<file path="config.mk">
export PLATFORM = sky130hd
export DESIGN_NAME = srocfg_bank
export DESIGN_NICKNAME = d
export VERILOG_FILES = /design/src/core/srocfg_bank.v /design/src/core/srocfg_output.v
export VERILOG_INCLUDE_DIRS = /design/src /design/src/core
export SDC_FILE = /design/constraint.sdc
export NUM_CORES = 1
export LEC_CHECK = 0
export BUFFER_PORTS_ARGS = -buffer_cell sky130_fd_sc_hd__buf_2
export CAP_MARGIN = 30
export CORE_MARGIN = 10
export CORE_UTILIZATION = 30
export CTS_BUF_LIST = sky130_fd_sc_hd__clkbuf_8
export DETAILED_ROUTE_END_ITERATION = 6
export PLACE_DENSITY = 0.5
export SLEW_MARGIN = 15
export SYNTH_ARGS = -nofsm -noshare
export SYNTH_HDL_FRONTEND = slang
export SYNTH_SLANG_ARGS = --single-unit
export TNS_END_PERCENT = 20
</file>
<file path="constraint.sdc">
create_clock -name sys_clk -period 3.9 [get_ports sys_clk]
set_input_delay 0.195 -clock sys_clk [delete_from_list [all_inputs] [get_ports sys_clk]]
set_output_delay 0.195 -clock sys_clk [all_outputs]
set_load 0.005 [all_outputs]
</file>
<file path="src/core/srocfg_defs.vh">
// Constants for the reference output state configuration bank.
// Assumes byte-wide register access with 8-bit addresses and 8-bit data.
`ifndef SROCFG_DEFS_VH
`define SROCFG_DEFS_VH

// ----------------------------------------------------------------------------
// Register offsets
// ----------------------------------------------------------------------------
`define SROC_OFS_A0 8'h28
`define SROC_OFS_A1 8'h29
`define SROC_OFS_A2 8'h2A
`define SROC_OFS_B0 8'h38
`define SROC_OFS_B1 8'h39
`define SROC_OFS_C0 8'h48
`define SROC_OFS_C1 8'h49
`define SROC_OFS_D 8'h58
`define SROC_OFS_PWR_STEP 8'h04
`define SROC_OFS_ENABLE 8'h76

// ----------------------------------------------------------------------------
// Delay register field positions
// ----------------------------------------------------------------------------
`define SROC_DLY_FINE_LO_MSB 6
`define SROC_DLY_FINE_LO_LSB 5
`define SROC_DLY_MUX_BIT 4
`define SROC_DLY_COARSE_MSB 3
`define SROC_DLY_COARSE_LSB 1
`define SROC_DLY_FINE_HI_BIT 0

// ----------------------------------------------------------------------------
// Power register field positions
// ----------------------------------------------------------------------------
`define SROC_PWR_PD_BIT 7
`define SROC_PWR_BIAS_BIT 5
`define SROC_PWR_STYLE_BIT 4
`define SROC_PWR_AMP_MSB 3
`define SROC_PWR_AMP_LSB 2

// ----------------------------------------------------------------------------
// Reset values
// ----------------------------------------------------------------------------
`define SROC_RST_MUX 1'h1
`define SROC_RST_COARSE 3'h0
`define SROC_RST_FINE 3'h0
`define SROC_RST_BIAS 1'h0
`define SROC_RST_AMP 2'h0
`define SROC_RST_PD 1'h0
`define SROC_RST_STYLE 1'h0
`define SROC_RST_EN 1'h0

// ----------------------------------------------------------------------------
// Delay figures in picoseconds
// ----------------------------------------------------------------------------
`define SROC_COARSE_STEP_PS 11'h0CB
`define SROC_FINE_PS_0 11'h000
`define SROC_FINE_PS_1 11'h019
`define SROC_FINE_PS_2 11'h032
`define SROC_FINE_PS_3 11'h04B
`define SROC_FINE_PS_4 11'h055
`define SROC_FINE_PS_5 11'h06E
`define SROC_FINE_PS_6 11'h087
`define SROC_FINE_PS_7 11'h0A0

`endif

</file>
<file path="src/core/srocfg_bank.v">
// Configuration bank for the eight SYSREF-capable reference outputs.
// Assumes a byte register port on sys_clk; clock sources come from pins.
//
// What this block does
// [RULE_01] Source select routes channel clock at 0, SYSREF at 1; resets to 1.
// [RULE_02] Coarse SYSREF delay equals code times 203ps, eight steps.
// [RULE_03] Fine delay codes map to 0,25,50,75,85,110,135,160 ps.
// [RULE_04] Fine delay adds to coarse delay; total is their sum.
// [RULE_05] Bias bit biases output only when global bias-type bit is 1.
// [RULE_06] Software sets bias only for AC-coupled LVDS outputs; the block does not enforce this, bias_on ignores the format bit.
// [RULE_07] Amplitude codes 00..11 select 250, 500, 750, 1000 mV in both formats.
// [RULE_08] Power-down turns the output off; format, enable, amplitude then ignored.
// [RULE_09] Format bit picks LVDS at 0 and LVPECL at 1.
// [RULE_10] Enable at 0 holds output low; at 1 it toggles.
// [RULE_11] Every field exists independently for each of the eight outputs.
// [RULE_12] Fields read back as written and act at once without commit.
`timescale 1ns/10ps
`include "srocfg_defs.vh"

module srocfg_bank #(
  parameter NUM_OUT = 8
) (
  input wire sys_clk,
  input wire rstn,
  input wire [7:0] reg_addr,
  input wire [7:0] reg_wdata,
  input wire reg_wr,
  input wire reg_rd,
  output reg [7:0] reg_rdata,
  output reg reg_rvalid,
  input wire bias_type,
  input wire [NUM_OUT-1:0] chan_clk,
  input wire sysref_in,
  output wire [NUM_OUT-1:0] reference_output,
  output wire [NUM_OUT*11-1:0] out_delay_ps,
  output wire [NUM_OUT-1:0] out_bias,
  output wire [NUM_OUT*2-1:0] out_amp,
  output wire [NUM_OUT-1:0] out_lvpecl,
  output wire [NUM_OUT-1:0] out_powered
);

  // ----------------------------------------------------------------------------
  // Address decode
  // ----------------------------------------------------------------------------
  // Returns {hit, index}; the power bank shares slots at the delay offset plus step.
  function [3:0] slot_of;
    input [7:0] addr;
    begin
      case (addr & ~`SROC_OFS_PWR_STEP)
        `SROC_OFS_A0: slot_of = 4'h8;
        `SROC_OFS_A1: slot_of = 4'h9;
        `SROC_OFS_A2: slot_of = 4'hA;
        `SROC_OFS_B0: slot_of = 4'hB;
        `SROC_OFS_B1: slot_of = 4'hC;
        `SROC_OFS_C0: slot_of = 4'hD;
        `SROC_OFS_C1: slot_of = 4'hE;
        `SROC_OFS_D: slot_of = 4'hF;
        default: slot_of = 4'h0;
      endcase
    end
  endfunction

  // Enable register bit 7 belongs to output 0, bit 0 to output 7.
  function integer en_bit;
    input integer out_idx;
    begin
      en_bit = NUM_OUT - 1 - out_idx;
    end
  endfunction

  // ----------------------------------------------------------------------------
  // Field storage
  // ----------------------------------------------------------------------------
  reg [NUM_OUT-1:0] src_sel;
  reg [NUM_OUT*3-1:0] coarse;
  reg [NUM_OUT*3-1:0] fine;
  reg [NUM_OUT-1:0] bias;
  reg [NUM_OUT*2-1:0] amp;
  reg [NUM_OUT-1:0] pd;
  reg [NUM_OUT-1:0] style;
  reg [7:0] en_reg;
  reg [7:0] next_rdata;
  reg [NUM_OUT-1:0] chan_meta;
  reg [NUM_OUT-1:0] chan_sync;
  reg sysref_meta;
  reg sysref_sync;

  wire [3:0] slot;
  wire [2:0] idx;
  wire pwr_bank;
  wire is_en;
  wire dly_hit;
  wire pwr_hit;
  wire [2:0] wr_fine;
  wire [2:0] wr_coarse;
  wire [1:0] wr_amp;

  // Address decode results: which output, and which of its two registers.
  assign slot = slot_of(reg_addr);
  assign idx = slot[2:0];
  assign pwr_bank = reg_addr[2];
  assign is_en = (reg_addr == `SROC_OFS_ENABLE);
  assign dly_hit = slot[3] & ~pwr_bank;
  assign pwr_hit = slot[3] & pwr_bank;

  // Write data split into the fields that each register kind carries.
  assign wr_fine = {reg_wdata[`SROC_DLY_FINE_HI_BIT], reg_wdata[`SROC_DLY_FINE_LO_MSB:`SROC_DLY_FINE_LO_LSB]};
  assign wr_coarse = reg_wdata[`SROC_DLY_COARSE_MSB:`SROC_DLY_COARSE_LSB];
  assign wr_amp = reg_wdata[`SROC_PWR_AMP_MSB:`SROC_PWR_AMP_LSB];

  // Writes land in the addressed output's own fields and act at once.
  always @(posedge sys_clk) begin
    if (!rstn) begin
      src_sel <= {NUM_OUT{`SROC_RST_MUX}}; // [RULE_01]
      coarse <= {NUM_OUT{`SROC_RST_COARSE}};
      fine <= {NUM_OUT{`SROC_RST_FINE}};
      bias <= {NUM_OUT{`SROC_RST_BIAS}};
      amp <= {NUM_OUT{`SROC_RST_AMP}};
      pd <= {NUM_OUT{`SROC_RST_PD}};
      style <= {NUM_OUT{`SROC_RST_STYLE}};
      en_reg <= {8{`SROC_RST_EN}};
    end else if (reg_wr) begin
      if (dly_hit) begin // [RULE_11] [RULE_12]
        src_sel[idx] <= reg_wdata[`SROC_DLY_MUX_BIT];
        coarse[idx*3 +: 3] <= wr_coarse;
        fine[idx*3 +: 3] <= wr_fine;
      end
      if (pwr_hit) begin // [RULE_11] [RULE_12]
        pd[idx] <= reg_wdata[`SROC_PWR_PD_BIT];
        bias[idx] <= reg_wdata[`SROC_PWR_BIAS_BIT];
        style[idx] <= reg_wdata[`SROC_PWR_STYLE_BIT];
        amp[idx*2 +: 2] <= wr_amp;
      end
      if (is_en) begin
        en_reg <= reg_wdata; // [RULE_12]
      end
    end
  end

  // ----------------------------------------------------------------------------
  // Read-data selection
  // ----------------------------------------------------------------------------
  // Packs the addressed fields back into their register slots; unmapped and reserved bits read 0.
  always @* begin
    next_rdata = 8'h00;
    if (dly_hit) begin
      next_rdata[`SROC_DLY_FINE_LO_MSB:`SROC_DLY_FINE_LO_LSB] = fine[idx*3 +: 2];
      next_rdata[`SROC_DLY_MUX_BIT] = src_sel[idx];
      next_rdata[`SROC_DLY_COARSE_MSB:`SROC_DLY_COARSE_LSB] = coarse[idx*3 +: 3];
      next_rdata[`SROC_DLY_FINE_HI_BIT] = fine[idx*3+2];
    end else if (pwr_hit) begin
      next_rdata[`SROC_PWR_PD_BIT] = pd[idx];
      next_rdata[`SROC_PWR_BIAS_BIT] = bias[idx];
      next_rdata[`SROC_PWR_STYLE_BIT] = style[idx];
      next_rdata[`SROC_PWR_AMP_MSB:`SROC_PWR_AMP_LSB] = amp[idx*2 +: 2];
    end else if (is_en) begin
      next_rdata = en_reg;
    end
  end

  // ----------------------------------------------------------------------------
  // Read-back
  // ----------------------------------------------------------------------------
  // Read data appear one cycle after the strobe and hold until the next read.
  always @(posedge sys_clk) begin
    if (!rstn) begin
      reg_rdata <= 8'h00;
      reg_rvalid <= 1'b0;
    end else begin
      reg_rvalid <= reg_rd;
      if (reg_rd) begin
        reg_rdata <= next_rdata; // [RULE_12]
      end
    end
  end

  // ----------------------------------------------------------------------------
  // Source synchronisers
  // ----------------------------------------------------------------------------
  // Pin-level clock sources pass two flip-flops before the output logic.
  always @(posedge sys_clk) begin
    if (!rstn) begin
      chan_meta <= {NUM_OUT{1'b0}};
      chan_sync <= {NUM_OUT{1'b0}};
      sysref_meta <= 1'b0;
      sysref_sync <= 1'b0;
    end else begin
      chan_meta <= chan_clk;
      chan_sync <= chan_meta;
      sysref_meta <= sysref_in;
      sysref_sync <= sysref_meta;
    end
  end

  // ----------------------------------------------------------------------------
  // Per-output decode
  // ----------------------------------------------------------------------------
  // One independent decoder for each reference output.
  genvar g;
  generate
    for (g = 0; g < NUM_OUT; g = g + 1) begin : gen_out
      srocfg_output u_out ( // [RULE_11]
        .sys_clk(sys_clk),
        .rstn(rstn),
        .src_sel(src_sel[g]),
        .coarse(coarse[g*3 +: 3]),
        .fine(fine[g*3 +: 3]),
        .bias(bias[g]),
        .amp(amp[g*2 +: 2]),
        .pd(pd[g]),
        .style(style[g]),
        .en(en_reg[en_bit(g)]),
        .bias_type(bias_type),
        .chan_clk(chan_sync[g]),
        .sysref(sysref_sync),
        .ref_out(reference_output[g]),
        .delay_ps(out_delay_ps[g*11 +: 11]),
        .bias_on(out_bias[g]),
        .amp_code(out_amp[g*2 +: 2]),
        .lvpecl(out_lvpecl[g]),
        .powered(out_powered[g])
      );
    end
  endgenerate

endmodule

</file>
<file path="src/core/srocfg_output.v">
// Per-output decode of one reference output's configuration fields.
// Assumes all inputs are on sys_clk; the clock sources arrive already synchronised.
`timescale 1ns/10ps
`include "srocfg_defs.vh"

module srocfg_output (
  input wire sys_clk,
  input wire rstn,
  input wire src_sel,
  input wire [2:0] coarse,
  input wire [2:0] fine,
  input wire bias,
  input wire [1:0] amp,
  input wire pd,
  input wire style,
  input wire en,
  input wire bias_type,
  input wire chan_clk,
  input wire sysref,
  output reg ref_out,
  output reg [10:0] delay_ps,
  output reg bias_on,
  output reg [1:0] amp_code,
  output reg lvpecl,
  output reg powered
);

  // ----------------------------------------------------------------------------
  // Fine delay lookup
  // ----------------------------------------------------------------------------
  // The fine steps are not uniform, so they come from a table.
  function [10:0] fine_ps;
    input [2:0] code;
    begin
      case (code)
        3'h0: fine_ps = `SROC_FINE_PS_0;
        3'h1: fine_ps = `SROC_FINE_PS_1;
        3'h2: fine_ps = `SROC_FINE_PS_2;
        3'h3: fine_ps = `SROC_FINE_PS_3;
        3'h4: fine_ps = `SROC_FINE_PS_4;
        3'h5: fine_ps = `SROC_FINE_PS_5;
        3'h6: fine_ps = `SROC_FINE_PS_6;
        default: fine_ps = `SROC_FINE_PS_7;
      endcase
    end
  endfunction

  wire [10:0] coarse_ps;
  wire [10:0] next_delay_ps;
  wire next_src;

  // Coarse delay is code times the step; fine delay adds on top.
  assign coarse_ps = `SROC_COARSE_STEP_PS * {8'h00, coarse}; // [RULE_02]
  assign next_delay_ps = coarse_ps + fine_ps(fine); // [RULE_03] [RULE_04]
  // Source select picks SYSREF when set, the channel clock when clear.
  assign next_src = src_sel ? sysref : chan_clk; // [RULE_01]

  // ----------------------------------------------------------------------------
  // Output state
  // ----------------------------------------------------------------------------
  // Power-down overrides format, enable and amplitude; a disabled output sits low.
  always @(posedge sys_clk) begin
    if (!rstn) begin
      ref_out <= 1'b0;
      delay_ps <= 11'h000;
      bias_on <= 1'b0;
      amp_code <= 2'h0;
      lvpecl <= 1'b0;
      powered <= 1'b1;
    end else begin
      ref_out <= ~pd & en & next_src; // [RULE_08] [RULE_10]
      delay_ps <= next_delay_ps;
      bias_on <= bias & bias_type; // [RULE_05]
      amp_code <= pd ? 2'h0 : amp; // [RULE_07] [RULE_08]
      lvpecl <= ~pd & style; // [RULE_09] [RULE_08]
      powered <= ~pd; // [RULE_08]
    end
  end

endmodule
</file>
==> metrics.md <==
| Metric | Value |
|---|---|
| First-pass GRT wire length | 75,300 microns |
| Clk_lat worst skew | approximately 640 ps |
| Period utilization | 0.889 |
| # fillers | 5,392 |
| WHS | 52.7 ps |
| Regs by FF count | gen_out.u_out.delay_ps (88), coarse (24), fine (24) |
| Mapped cell area | ~16,000 sq um |
| Routability cong. | 0.970 |
| Arrival time at the worst endpoint | between 3000 and 4000 ps |
| Full die area | just over 60,000 sq um |
| Multi-input combinational cell area | ~9200 sq um |
| Largest register FFs | roughly 90 |
| Clock skew | roughly 28 ps |
| PostCTS Resize Cnt | 0 |
| Sum Neg Setup Slack | 0 ps |
| Async set-or-reset flop fraction in the synthesized netlist | 0 |
| Post-synth EDFFs | 0 |
| Mapped Nets | approximately 2,000 |
| Largest stage delay, worst path | 570 ps |
| Non-Filler Instances | about 2,600 |
| Tightest Pin Transition | 855 ps |
| WL final | around 48,000 microns |
| Synth Instances | between 1,500 and 2,000 |
| Initial antenna violation count | 3 |
| Power Density | approximately 320 nW/um^2 |
| Layout cell share with drive strength beyond 1 | 0.150 |
| Seq/Total Area, Yosys | 0.344 |
| Vias in the first global route | approximately 13,000 |
| Req. time, crit path | 4410 ps |
| Hold Crit Class | in2reg |
| Core box area | 51,300 sq um |
| Largest cells by area after synthesis | dfxtp_1 34%, ha_1 14%, mux2i_1 5.6%, nand2_1 4.5%, fa_1 4.1% |
| Tmin final | 3470 ps |
| Leak | 8.65 nW |
| Hold Violations, Final | 0 |
| Die Y | 248 microns |
| Synth warnings | 0 |
| FF+latch area | between 5000 and 6000 sq um |
| Final setup viols | 0 |
| RSZ-0062 raised after global routing | false |
| Post-Syn Area per Cell | between 8 and 9 sq um |
| Hold buffers post-CTS | 25 |
| Slowest CP cell | fa_1 |
| Post-DR wirelength/cell | about 18 microns |
| Setup crit end kind | flop |
| GRT Util Overall | 0.156 |
| Sequence of cells on the critical path | inv_1 > ha_1 > inv_1 > fa_1 > inv_1 > fa_1 > nor2b_1 > o21ai_0 > a21boi_0 > o21ai_0 > a21oi_1 > nor3_1 > nor3b_1 |
| Top FF cell, synth | dfxtp_1 |
| TritonRoute pass-1 iters | 5 |
| Max H-tree Level | 2 |
| Max Cap Violations | 0 |
| Max Fclk | 0.288 GHz |
| VDD IR max | 0.230 mV |
| # Post-CTS Setup Buffers | 0 |
| Relative slew slack | 0.430 |
| Area delta synth->final | 16.6% |
| Kind of critical path | reg2reg |
| FF+latch count, synth | 267 |
| Root buffer cell | clkbuf_8 |
| Routed Antenna Nets | 0 |
| Nets | 2,149 |
| Crit-path max FO | 7 |
| Die Width | 248 microns |
| Synth top area share | 0.344 |
| Dpl cells | approximately 2,500 |
| CTS Buffer Depth | 3 |
| Netlist cell types | 66 |
| Clk sinks | 267 |
| Slew Limit Fails | 0 |
| FP Rows | 83 |
| CTS tree | built |
| Cell taking the most area after synthesis | dfxtp_1 |
| DR vias/cell | 4.81 |
| Vias | 12,700 |
| Number of CTS-inserted buffers | 48 |
| Buffers added on ports | approximately 170 |
| Top cell by count, worst path | inv_1 |
| Most flops, register | gen_out.u_out.delay_ps |
| Reg clk slew, reported paths | 70 ps |
| Post-DP HPWL | 36,400 microns |
| Initial Util | 0.303 |
| Grt ovf | 0 |
| Initial DRC Count | approximately 790 |
| Largest net degree at the start of global routing | roughly 80 |
| Status | finished clean |
| # IOs | 175 |
| Setup crit start kind | flop |
| Drt drc | 0 |
[critical path, delay by kind of cell, from the launching register on]
family / cells / cell delay (ps)
AND/OR/NAND/NOR: 3 / 550
buffers and inverters: 3 / 210
flip-flops: 1 / 530
adder cells (fa/ha/maj): 3 / 1280
AO/OA/AOI/OAI: 4 / 760
[cells in the mapped netlist, types with 3 or more instances]
master / n
ha_1: 171
and3_1: 37
mux2i_1: 87
nand2b_1: 27
buf_2: 10
xor2_1: 23
clkinv_1: 3
dfxtp_1: 267
o21ai_0: 55
nor2b_1: 35
nor2_1: 159
and2_0: 3
inv_1: 97
o31ai_1: 3
a32oi_1: 4
o22ai_1: 4
nand4_1: 10
o41a_1: 6
nand2_1: 188
clkbuf_1: 85
nor4_1: 4
o21bai_1: 5
a21boi_0: 6
buf_1: 3
a21o_1: 25
a22oi_1: 3
buf_4: 32
o211ai_1: 7
nor3_1: 36
a211oi_1: 19
or3b_2: 3
a31oi_1: 21
a21oi_1: 64
fa_1: 32
nor4bb_1: 4
o21a_1: 7
nand3_1: 36
a31o_2: 8
nor3b_1: 14
xnor2_1: 35
a311oi_1: 12
and2_1: 93
[metal layers]
layer | track usage | up-vias | part of all wire
met5 | 0 | - | 0.00025
met4 | 0.0427 | 2 | 0.022
met3 | 0.0400 | 74 | 0.072
met2 | 0.251 | 388 | 0.46
met1 | 0.204 | 5932 | 0.45
li1 | - | 6279 | -
[area by class of cell]
cell class,count,area share
clock inverters,31,0.0142
clock buffers,55,0.0418
repair buffers,224,0.0734
well taps,680,0.0469
inverters,101,0.0210
multi-input cells,1274,0.508
flip-flops and latches,267,0.295
diodes,2,0.000276
[report_power, final]
part           internal [mW]  switching (mW)
combinational         0.0851           0.187
sequential              2.74         0.00617
clock                   1.57            1.27
total                   4.39            1.46
[logic make-up after synthesis]
group / share of synthesized area
DFF: 0.344
xor gates and xnor gates: 0.0327
buffers and inverters: 0.0643
adders and majority gates: 0.179
and+or+nand+nor: 0.209
muxes: 0.0582
AOI/OAI and AO/OA: 0.113
[through the flow]
stage | worst slack [ps] | cell area, sq um | util | total power, mW
after floorplan | 485 | 15500 | - | 2.95
after global placement | 408 | 16800 | 0.328 | 3.06
after global routing | 31.8 | 18100 | 0.353 | 6.11
after CTS | 349 | 18100 | 0.353 | 5.96
after detailed placement | 402 | 16900 | 0.329 | 3.06
final | 432 | 18100 | 0.353 | 5.85
[worst paths after layout]
check | from | to | slack (ps) | cells after the start
hold reg to reg | pd[7] | gen_out[7].u_out.powered | 420 | 1
hold / removal | reg_wdata[5] | bias[0] | 50 | 3
setup reg to reg | coarse[16] | gen_out[5].u_out.delay_ps[9] | 430 | 13
setup / recovery | coarse[16] | gen_out[5].u_out.delay_ps[9] | 430 | 13
[layout by cell type, fill, tap and decap left out, drive strengths merged, types with 6 or more instances in the layout]
cell         netlist  final
dfxtp            267    267
buf               45    199
nand2            188    188
ha               171    171
nor2             160    160
inv               98    117
and2              96     96
mux2i             87     87
a21oi             64     64
o21ai             56     56
clkbuf            85     55
and3              37     37
nand3             36     36
nor3              36     36
xnor2             35     35
nor2b             35     35
fa                32     32
nand2b            27     27
a21o              25     25
dlygate4sd3        0     25
xor2              23     23
a31oi             21     21
a211oi            19     19
nor3b             15     15
a311oi            12     12
clkinv             3     11
nand4             10     10
a31o               8      8
o21a               7      7
o211ai             7      7
a21boi             6      6
o41a               6      6
Note: power is estimated with default switching activity, not from simulation.
